==> src/rtl/pssc_cfg.svh <==
// Purpose: constants for the pin strap and status control block
// Assumes: core_clk at 100 MHz
// Notes:   settle time, counter width, strap codes and the protocol reset value live here
`ifndef PSSC_CFG_SVH
`define PSSC_CFG_SVH
`define PSSC_CLK_MHZ      100
`define PSSC_SETTLE_NS    40
`define PSSC_SETTLE_CYC   ((`PSSC_SETTLE_NS * `PSSC_CLK_MHZ + 999) / 1000)
`define PSSC_CNT_W        4
`define PSSC_BWS_LOW      2'h0
`define PSSC_BWS_HIGH     2'h1
`define PSSC_BWS_OPEN     2'h2
`define PSSC_PROTO_UART   1'h0
`define PSSC_PROTO_I2C    1'h1
`endif

==> src/rtl/pssc_pkg.sv <==
// Purpose: shared types of the pin strap and status control block
// Assumes: nothing
// Notes:   constants are in pssc_cfg.svh
package pssc_pkg;
   typedef enum logic [1:0] {
      PSSC_ST_DOWN   = 2'b00,
      PSSC_ST_SETTLE = 2'b01,
      PSSC_ST_RUN    = 2'b10
   } pssc_state_t;
   typedef enum logic [1:0] {
      PSSC_W24  = 2'b00,
      PSSC_W32  = 2'b01,
      PSSC_WHBW = 2'b10
   } pssc_width_t;
endpackage

==> src/rtl/pssc_top.sv <==
// Purpose: strap capture, aux control pin muxing and link status outputs
// Assumes: core_clk 100 MHz; pins asynchronous; link status from core logic
// Notes:   two-way pins are split into in, out and output enable
`include "pssc_cfg.svh"
`timescale 1ns/1ns
`default_nettype none
module pssc_top
   import pssc_pkg::*;
#(
   parameter int DW = 29
) (
   input  wire logic              core_clk,
   input  wire logic              rst_n,
   input  wire logic              power_down_n,
   input  wire logic              output_enable_n,
   input  wire logic [1:0]        bus_width_select,
   input  wire logic              control_protocol_select,
   input  wire logic              address_strap_mid_in,
   input  wire logic              address_strap_low_in,
   input  wire logic              aux_ctl_three_src,
   input  wire logic              aux_ctl_zero_src,
   input  wire logic              pixel_clock_src,
   input  wire logic [DW-1:0]     pixel_data_src,
   input  wire logic              link_error,
   input  wire logic              pll_locked,
   input  wire logic              word_aligned,
   input  wire logic              audio_clock_source_sel,
   input  wire logic              audio_ws_src,
   input  wire logic              audio_sck_src,
   output var  logic              aux_control_out_three,
   output var  logic              aux_control_out_three_oe,
   output var  logic              aux_control_out_zero,
   output var  logic              aux_control_out_zero_oe,
   output var  logic              pixel_clock_out,
   output var  logic [DW-1:0]     pixel_data_out,
   output var  logic              pixel_out_oe,
   output var  logic [1:0]        address_strap_q,
   output var  logic              strap_valid,
   output var  logic              ctl_proto_i2c,
   output var  logic              powered_down,
   output var  logic              error_out_n,
   output var  logic              lock_out,
   output var  logic              audio_ws_out,
   output var  logic              audio_ws_oe,
   output var  logic              audio_sck_out,
   output var  logic              audio_sck_oe
);
   import pssc_pkg::*;
   // ==========================================================
   // pin synchronisers
   // ==========================================================
   logic [6:0] raw;
   logic [6:0] sy;
   // every pin reads low until synchronised, so reset never fakes a wake
   pssc_sync #(.W(7), .INIT(64'h0)) u_sync (
      .core_clk (core_clk),
      .rst_n    (rst_n),
      .din      (raw),
      .dout     (sy)
   );
   assign raw = {bus_width_select, control_protocol_select,
                 address_strap_mid_in, address_strap_low_in,
                 output_enable_n, power_down_n};
   logic pwr_on;
   logic oe_n_s;
   logic [1:0] bws_s;
   assign pwr_on = sy[0];
   assign oe_n_s = sy[1];
   assign bws_s  = sy[6:5];
   // ==========================================================
   // state
   // ==========================================================
   typedef struct packed {
      pssc_state_t             st;
      logic [`PSSC_CNT_W-1:0]  cnt;
      logic                    first;
      logic [1:0]              addr;
      logic                    proto;
      logic                    valid;
      logic                    a3;
      logic                    a3_oe;
      logic                    a0;
      logic                    a0_oe;
      logic                    pclk;
      logic [DW-1:0]           pdat;
      logic                    poe;
      logic                    err_n;
      logic                    lock;
      logic                    ws;
      logic                    ws_oe;
      logic                    sck;
      logic                    sck_oe;
      logic                    pd;
   } pssc_st_t;
   pssc_st_t s_q;
   pssc_st_t s_d;
   logic hbw;
   logic drv;
   always_comb begin
      s_d = s_q;
      hbw = (bws_s == `PSSC_BWS_OPEN);
      drv = (s_q.st == PSSC_ST_RUN) && !oe_n_s;
      unique case (s_q.st)
         PSSC_ST_DOWN: begin
            s_d.valid = 1'b0;
            if (pwr_on) begin
               s_d.st  = PSSC_ST_SETTLE;
               s_d.cnt = '0;
            end
         end
         PSSC_ST_SETTLE: begin
            s_d.cnt = s_q.cnt + `PSSC_CNT_W'(1);
            if (!pwr_on) begin
               s_d.st = PSSC_ST_DOWN;
            end else if (s_q.cnt == `PSSC_CNT_W'(`PSSC_SETTLE_CYC - 1)) begin
               s_d.st    = PSSC_ST_RUN;
               s_d.addr  = sy[3:2];
               s_d.valid = 1'b1;
               if (s_q.first) begin
                  s_d.proto = sy[4];
                  s_d.first = 1'b0;
               end
            end
         end
         PSSC_ST_RUN: begin
            if (!pwr_on) begin
               s_d.st = PSSC_ST_DOWN;
            end
         end
         default: s_d.st = PSSC_ST_DOWN;
      endcase
      // aux controls: plain pass-through, never encrypted, zero outside hbw
      s_d.a3    = hbw & aux_ctl_three_src;
      s_d.a0    = hbw & aux_ctl_zero_src;
      s_d.a3_oe = drv;
      s_d.a0_oe = drv;
      s_d.poe   = drv;
      s_d.pclk  = pixel_clock_src;
      s_d.pdat  = pixel_data_src;
      s_d.err_n = !(pwr_on && link_error);
      s_d.lock  = !pwr_on || (pll_locked && word_aligned);
      s_d.ws_oe  = !audio_clock_source_sel;
      s_d.sck_oe = !audio_clock_source_sel;
      s_d.ws     = audio_ws_src;
      s_d.sck    = audio_sck_src;
      s_d.pd     = (s_d.st == PSSC_ST_DOWN);
   end
   always_ff @(posedge core_clk or negedge rst_n) begin
      if (!rst_n) begin
         s_q        <= '0;
         s_q.st     <= PSSC_ST_DOWN;
         s_q.first  <= 1'b1;
         s_q.proto  <= `PSSC_PROTO_UART;
         s_q.err_n  <= 1'b1;
         s_q.lock   <= 1'b1;
         s_q.ws_oe  <= 1'b1;
         s_q.sck_oe <= 1'b1;
         s_q.pd     <= 1'b1;
      end else begin
         s_q <= s_d;
      end
   end
   // ==========================================================
   // outputs
   // ==========================================================
   assign aux_control_out_three    = s_q.a3;
   assign aux_control_out_three_oe = s_q.a3_oe;
   assign aux_control_out_zero     = s_q.a0;
   assign aux_control_out_zero_oe  = s_q.a0_oe;
   assign pixel_clock_out          = s_q.pclk;
   assign pixel_data_out           = s_q.pdat;
   assign pixel_out_oe             = s_q.poe;
   assign address_strap_q          = s_q.addr;
   assign strap_valid              = s_q.valid;
   assign ctl_proto_i2c            = s_q.proto;
   assign powered_down             = s_q.pd;
   assign error_out_n              = s_q.err_n;
   assign lock_out                 = s_q.lock;
   assign audio_ws_out             = s_q.ws;
   assign audio_ws_oe              = s_q.ws_oe;
   assign audio_sck_out            = s_q.sck;
   assign audio_sck_oe             = s_q.sck_oe;
endmodule
`default_nettype wire

==> src/rtl/pssc_sync.sv <==
// Purpose: three-flop synchroniser with agreement filter
// Assumes: input is asynchronous to core_clk
// Notes:   output changes once stages two and three agree
`timescale 1ns/1ns
`default_nettype none
module pssc_sync #(
   parameter int          W    = 1,
   parameter logic [63:0] INIT = 64'h0
) (
   input  wire logic         core_clk,
   input  wire logic         rst_n,
   input  wire logic [W-1:0] din,
   output var  logic [W-1:0] dout
);
   typedef struct packed {
      logic [W-1:0] s1;
      logic [W-1:0] s2;
      logic [W-1:0] s3;
      logic [W-1:0] o;
   } pssc_sync_st_t;
   pssc_sync_st_t st_q;
   pssc_sync_st_t st_d;
   always_comb begin
      st_d    = st_q;
      st_d.s1 = din;
      st_d.s2 = st_q.s1;
      st_d.s3 = st_q.s2;
      for (int i = 0; i < W; i++) begin
         if (st_q.s2[i] == st_q.s3[i]) begin
            st_d.o[i] = st_q.s3[i];
         end
      end
   end
   always_ff @(posedge core_clk or negedge rst_n) begin
      if (!rst_n) begin
         st_q <= {4{INIT[W-1:0]}};
      end else begin
         st_q <= st_d;
      end
   end
   assign dout = st_q.o;
endmodule
`default_nettype wire

==> config.mk <==
export PLATFORM = sky130hd
export DESIGN_NAME = pssc_top
export DESIGN_NICKNAME = d
export VERILOG_FILES = /design/src/rtl/pssc_pkg.sv /design/src/rtl/pssc_top.sv /design/src/rtl/pssc_sync.sv
export VERILOG_INCLUDE_DIRS = /design/src /design/src/rtl
export SDC_FILE = /design/constraint.sdc
export NUM_CORES = 1
export LEC_CHECK = 0
export ABC_CLOCK_PERIOD_IN_PS = 2000
export BUFFER_PORTS_ARGS = -buffer_cell sky130_fd_sc_hd__buf_2
export CORE_AREA = 2 2 92 72
export CTS_CLUSTER_DIAMETER = 50
export DETAILED_ROUTE_END_ITERATION = 8
export DIE_AREA = 0 0 94 74
export PLACE_DENSITY = 0.7
export SLEW_MARGIN = 20
export SYNTH_ARGS = -nofsm -noshare
export SYNTH_HDL_FRONTEND = slang
export SYNTH_SLANG_ARGS = --single-unit
==> constraint.sdc <==
create_clock -name core_clk -period 2 [get_ports core_clk]
set_clock_uncertainty 0.1 [all_clocks]
set_input_delay 0.1 -clock core_clk [delete_from_list [all_inputs] [get_ports core_clk]]
set_output_delay 0.1 -clock core_clk [all_outputs]
set_load 0.03 [all_outputs]
==> results of run 1 <==
cell type report:
type	instances	area (um2)	area share
timing repair buffer	139	943	0.264
clock inverter	6	85.1	0.0238
tap	81	101	0.0284
sequential	78	1960	0.549
multi-input combinational	46	340	0.0953
inverter	1	3.75	0.00105
clock buffer	10	138	0.0386
worst paths after layout:
kind / end / slack [ps]
max in group asynchronous: s_q[46]$_DFFE_PN1P_ / 1060
worst max register to register: address_strap_q[0]$_DFFE_PN0P_ / 390
min in group core_clk: u_sync.st_d[9]$_DFF_PN0_ / 250
worst max-delay path: address_strap_q[0]$_DFFE_PN0P_ / 390
worst min-delay path: u_sync.st_d[20]$_DFF_PN0_ / 110
worst min register to register: u_sync.st_d[9]$_DFF_PN0_ / 250
cells in the mapped netlist (all sizes together):
| library cell | n |
|---|---|
| o21ai | 2 |
| nand2 | 10 |
| buf | 35 |
| o311ai | 1 |
| maj3 | 7 |
| a21oi | 1 |
| nand4 | 1 |
| dfrtp | 73 |
| a22o | 1 |
| inv | 1 |
| nand2b | 2 |
| dfstp | 5 |
| nor2 | 3 |
| o21bai | 1 |
| and2b | 1 |
| nor2b | 3 |
| nor3b | 2 |
| and3 | 1 |
| ha | 1 |
| mux2 | 3 |
| nand3 | 2 |
| a21boi | 2 |
| and3b | 2 |
sequential cells by signal (all words and copies together), names as in the netlist, 2 cells and up:
signal	flops
pixel_data_out	29
u_sync.st_d	14
s_q	7
u_sync.dout	7
u_sync.st_q	7
address_strap_q	2
metal layers:
metal / routed length [um] / vias up / global-route usage
met4: 40 / 0 / 0.0451
li1: - / 715 / -
met5: 0 / - / 0
met2: 2050 / 63 / 0.199
met1: 1910 / 705 / 0.174
met3: 378 / 6 / 0.0760
cell usage in the layout, fill, tap and decap left out, types with 3 or more instances in the layout:
master / instances
buf_2: 91
dfrtp_1: 73
dlygate4sd3_1: 46
nand2_1: 10
clkbuf_8: 10
maj3_1: 7
dfstp_2: 5
nor2_1: 3
worst max-delay path: stages (launching register included):
cell and delay, ps:
dfrtp_1 390, ha_1 200, nor3b_4 260, and3_4 250
mux2_4 290
power by group through the flow:
stage,logic (mW),clock network (mW),registers [mW]
2_1_floorplan,0.327,0,1.85
3_3_place_gp,0.443,0,1.83
3_5_place_dp,0.450,0,1.84
4_1_cts,0.519,1.31,1.81
5_1_grt,0.563,1.38,1.83
6_report,0.516,1.26,1.81
cells by family after synthesis:
| family | count (synthesis) | synth area share |
|---|---|---|
| buffers and inverters | 36 | 0.103 |
| muxes | 3 | 0.0161 |
| AOI/OAI and AO/OA | 8 | 0.0215 |
| and+or+nand+nor | 27 | 0.0630 |
| DFF | 78 | 0.764 |
| adders and majority gates | 8 | 0.0322 |
repair_timing:
action,in CTS,in global routing
resized for setup,0,0
hold buffers,46,0
endpoints found under the hold margin,118,0
==> results.py, run 1 <==
metrics = {
    "pwr": {
        "p_seq_frac": 0.505,
        "power.internal_mw": 2.68,
        "ir_drop_uv": 610,
        "p_sw_mw": 0.902,
        "power_frac_comb": 0.144,
        "clkPwrFrac": 0.351,
        "power_density_nw_per_um2": 1000,
        "p_sw_frac": 0.251,
        "finalPower_mw": 3.59,
        "leakage_nw": 1.74,
    },
    "cells_and_area": {
        "n_antenna_cell": 0,
        "drive_above_1_share": 0.425,
        "final_cells": 361,
        "fin_util": 0.585,
        "final_area_um2": 3570,
        "fillers": 490,
        "final_nets": 323,
        "syn_to_final_growth_pct": 39.3,
    },
    "place": {
        "portBuffers": 92,
        "place_area_um2": 2890,
        "place_ws_ps": 401,
        "dp.final_hpwl_um": 2620,
        "placed_cells": 299,
        "routabilityCongestion": 0.759,
    },
    "synthesis": {
        "synth_area_leader_cell": "dfrtp_1",
        "yosys_warnings": 0,
        "avgSynthCellArea_um2": 16.0,
        "syn_nets": 208,
        "ys_ff_latch": 78,
        "synth.top_cells.by_area": "dfrtp_1, buf_4, dfstp_2",
        "synth_top_area_share": 0.713,
        "synth_cell_types": 27,
        "synth_seq_area_share": 0.764,
        "netlist_area_um2": 2560,
        "synth_cells": 160,
    },
    "cts": {
        "cts.path.max_buffers": 2,
        "cts_sinks": 78,
        "cts_made_buffers": 9,
        "clk_pin_slew_ps": 80,
        "cts_tree": "yes",
        "cts_setup_buffers": 0,
        "cts_root_buf": "clkbuf_8",
        "htree_levels": 3,
        "worstSkewPairLatency_ps": 340,
    },
    "hold_path": {
        "hold_class": "in2async",
    },
    "drt": {
        "first_iter_violations": 55,
        "drt_wl_total_um": 4380,
        "first_pass_iters": 3,
        "num_vias": 1489,
        "post-route-drc-count": 0,
        "antenna_left": 0,
        "post_drt_wl_per_cell_um": 12.1,
        "via_per_inst": 4.12,
    },
    "timing": {
        "hold_violations": 0,
        "setup_violations": 0,
        "hold_slack_ps": 107,
        "max_freq_mhz": 620,
        "slew_headroom": 0.749,
        "fin_ws_ps": 386,
        "fin_crit_sh": 0.807,
        "rsz0062_at_grt": "no",
        "tightest_slew_ps": 376,
        "period_needed_ps": 1610,
        "slew_violations": 0,
        "timing.setup.tns_ps": 0,
    },
    "global_routing": {
        "antenna_found_initial": 0,
        "grt_use_total": 0.136,
        "grt_pass1_wl_um": 6960,
        "grt_max_degree": 50,
        "grt_pass1_vias": 1501,
        "overflow": 0,
    },
    "critical_path": {
        "end_kind": "register",
        "cp-startpoint": "s_q[47]$_DFFE_PN0P_",
        "crit_type": "reg2reg",
        "rr_startpoint": "s_q[47]$_DFFE_PN0P_",
        "required_ps": 2120,
        "cp_max_fo": 5,
        "ff2ff_path_depth": 4,
        "critPathLaunchType": "register",
        "critPathArrivalTime_ps": 1730,
    },
    "die": {
        "dieWidth_um": 94,
        "dieArea_um2": 6960,
        "die_height_um": 74,
        "rows": 25,
        "initial_core_util": 0.420,
        "ios": 93,
        "coreArea_um2": 6100,
    },
    "status": {
        "status": "finished clean",
    },
    "flow_run": {
        "maxCapViolCount": 0,
    },
}
No activity file was read; power rests on OpenSTA's default activity.
==> run 2, diff against run 1 <==
--- a/config.mk
+++ b/config.mk
@@ -6,13 +6,14 @@
 export SDC_FILE = /design/constraint.sdc
 export NUM_CORES = 1
 export LEC_CHECK = 0
-export ABC_CLOCK_PERIOD_IN_PS = 2000
+export ABC_AREA = 1
+export ABC_CLOCK_PERIOD_IN_PS = 1500
 export BUFFER_PORTS_ARGS = -buffer_cell sky130_fd_sc_hd__buf_2
 export CORE_AREA = 2 2 92 72
 export CTS_CLUSTER_DIAMETER = 50
 export DETAILED_ROUTE_END_ITERATION = 8
 export DIE_AREA = 0 0 94 74
-export PLACE_DENSITY = 0.7
+export PLACE_DENSITY = 0.71
 export SLEW_MARGIN = 20
 export SYNTH_ARGS = -nofsm -noshare
 export SYNTH_HDL_FRONTEND = slang
==> constraint.sdc (replaced) <==
create_clock -name core_clk -period 1.5 [get_ports core_clk]
set_clock_uncertainty 0.1 [all_clocks]
set_input_delay 0.075 -clock core_clk [delete_from_list [all_inputs] [get_ports core_clk]]
set_output_delay 0.075 -clock core_clk [all_outputs]
set_load 0.03 [all_outputs]
==> run 2 against run 1 <==
  * Clock-buffer cell count stayed put
  * Synthesized cell count is 12% higher
  * Design area is 0.39% higher
  * Maximum frequency is 26% higher
  * Wire length is 6.8% higher
  * Sequential power is 36% higher
  * Setup slack worse by 170 ps
  * Global-route usage is 1.3 points higher
  * Clock power is 21% higher
==> results.py, run 2 <==
metrics = {
    "status": {
        "status": "finished clean",
    },
    "die": {
        "ios": 93,
        "die_height_um": 74,
        "dieWidth_um": 94,
        "rows": 25,
        "coreArea_um2": 6100,
        "initial_core_util": 0.425,
        "dieArea_um2": 6960,
    },
    "critical_path": {
        "worstPathBufferInverterCount": 0,
        "r2r_setup_slack_ps": 210,
        "crit_type": "reg2reg",
        "critPathLaunchType": "register",
        "required_ps": 1660,
        "end_kind": "register",
        "reg2reg_to": "strap_valid$_DFFE_PN0P_",
        "cp_slowest_cell": "dfrtp_1",
        "critPathArrivalTime_ps": 1450,
        "ff2ff_path_depth": 5,
        "cpMostUsedCell": "nand2_1",
        "path_cells": "ha_1 -> nand2_1 -> nor2_2 -> nand2_1 -> a21oi_1",
        "cp_max_fo": 5,
        "rr_startpoint": "s_q[47]$_DFFE_PN0P_",
        "critical-path-max-stage-delay_ps": 430,
        "path_delay_family": "flip-flops",
    },
    "drt": {
        "via_per_inst": 4.26,
        "num_vias": 1628,
        "first_pass_iters": 4,
        "antenna_left": 0,
        "post-route-drc-count": 0,
        "first_iter_violations": 47,
        "post_drt_wl_per_cell_um": 12.2,
        "drt_wl_total_um": 4670,
    },
    "cells_and_area": {
        "largest_reg_flops": 29,
        "regArea_um2": 1960,
        "most-common-layout-cells": "buf_2, dfrtp_1, dlygate4sd3_1",
        "fin_util": 0.587,
        "n_antenna_cell": 0,
        "multi_input_area_um2": 327,
        "layout_commonest_cell": "buf_2",
        "final_nets": 344,
        "drive_above_1_share": 0.409,
        "syn_to_final_growth_pct": 38.2,
        "fillers": 488,
    },
    "synthesis": {
        "yosysMostFrequentCell": "dfrtp_1",
        "synth_edf_count": 0,
        "synth_cells": 179,
        "synth_cell_types": 23,
        "synth.top_cells.by_area": "dfrtp_1, buf_4, dfstp_2",
        "ys_ff_latch": 78,
        "avgSynthCellArea_um2": 14.5,
        "synth-async-reset-ratio": 1.00,
        "synth_common_cells": "dfrtp_1, buf_4, nand2_1, inv_1, maj3_1",
        "syn_nets": 227,
        "yosys_warnings": 0,
        "synth_seq_area_share": 0.755,
        "netlist_area_um2": 2590,
        "synth_top_area_share": 0.705,
        "synth_area_leader_cell": "dfrtp_1",
        "synth_ff_type": "dfrtp_1",
    },
    "global_routing": {
        "antenna_found_initial": 0,
        "grt_use_total": 0.149,
        "grt_max_degree": 37,
        "overflow": 0,
        "grt_pass1_wl_um": 7580,
        "grt_pass1_vias": 1708,
    },
    "cts": {
        "cts.path.max_buffers": 2,
        "cts_sinks": 78,
        "cts_root_buf": "clkbuf_8",
        "cts_resized": 0,
        "cts_tree": "yes",
        "cts_setup_buffers": 0,
        "worstSkewPairLatency_ps": 340,
        "cts_made_buffers": 9,
        "clk_pin_slew_ps": 80,
        "htree_levels": 3,
    },
    "timing": {
        "setup_violations": 0,
        "rsz0062_at_grt": "no",
        "timing.setup.tns_ps": 0,
        "tightest_slew_ps": 449,
        "hold_slack_ps": 121,
        "fin_crit_sh": 0.857,
        "slew_violations": 0,
        "period_needed_ps": 1290,
        "max_freq_mhz": 778,
        "hold_violations": 0,
        "slew_headroom": 0.701,
    },
    "place": {
        "portBuffers": 92,
        "dp.final_hpwl_um": 2870,
        "routabilityCongestion": 0.875,
    },
    "hold_path": {
        "hold_class": "in2async",
    },
    "pwr": {
        "ir_drop_uv": 786,
        "leakage_nw": 1.76,
        "finalPower_mw": 4.88,
        "power_density_nw_per_um2": 1360,
    },
    "flow_run": {
        "maxCapViolCount": 0,
    },
}
==> run 2: cell families after synthesis <==
| group | count (synthesis) | share of synthesized area |
|---|---|---|
| AOI/OAI and AO/OA | 9 | 0.0222 |
| adders and majority gates | 8 | 0.0319 |
| buffers and inverters | 46 | 0.119 |
| DFF | 78 | 0.755 |
| and+or+nand+nor | 38 | 0.0719 |
==> run 2: area by class of cell <==
class                   count  area share
clock buffers              10      0.0356
clock inverters             6      0.0196
well taps                  81      0.0283
inverters                  11      0.0115
repair buffers            141       0.267
flip-flops and latches     78       0.546
multi-input cells          55      0.0911
==> run 2: through the flow <==
stage               std cells  area (um2)  setup WS (ps)
finish                    382        3580            215
global route              382        3580           73.2
CTS                       382        3580            221
detailed placement        320        2930            239
global placement          320        2930            286
floorplan                 179        2590            348
==> run 2: where the power goes <==
part | leakage (nW) | switching (mW) | internal, mW
Combinational | 0.745 | 0.544 | 0.340
Sequential | 0.922 | 0.148 | 2.32
Clock | 0.0895 | 0.750 | 0.780
==> run 2: worst reg2reg max path, stage by stage, from the launching register on <==
cell and delay, ps:
dfrtp_1 430, ha_1 250, nand2_1 90, nor2_2 150, nand2_1 70, a21oi_1 130
==> run 2: per-layer routing <==
metal  vias up  global-route usage  share of wire
met3         7              0.0790           0.10
met2        75               0.224           0.46
met4         0              0.0676          0.017
met1       777               0.180           0.42
li1        769                   -              -
met5         -                   0              0
==> run 2: what timing repair did <==
item,4_1_cts,5_1_grt
setup endpoints to repair,0,0
hold buffers,46,0
endpoints found under the hold margin,118,0
==> run 2: worst max-delay path by stage <==
stage / start / to / slack, ps / cells past startpoint
global route: s_q[47]$_DFFE_PN0P_ / strap_valid$_DFFE_PN0P_ / 70 / 5
detailed placement: s_q[47]$_DFFE_PN0P_ / strap_valid$_DFFE_PN0P_ / 240 / 5
CTS: s_q[47]$_DFFE_PN0P_ / address_strap_q[1]$_DFFE_PN0P_ / 220 / 5
finish: s_q[47]$_DFFE_PN0P_ / strap_valid$_DFFE_PN0P_ / 210 / 5
floorplan: s_q[47]$_DFFE_PN0P_ / strap_valid$_DFFE_PN0P_ / 350 / 5
global placement: s_q[47]$_DFFE_PN0P_ / strap_valid$_DFFE_PN0P_ / 290 / 5
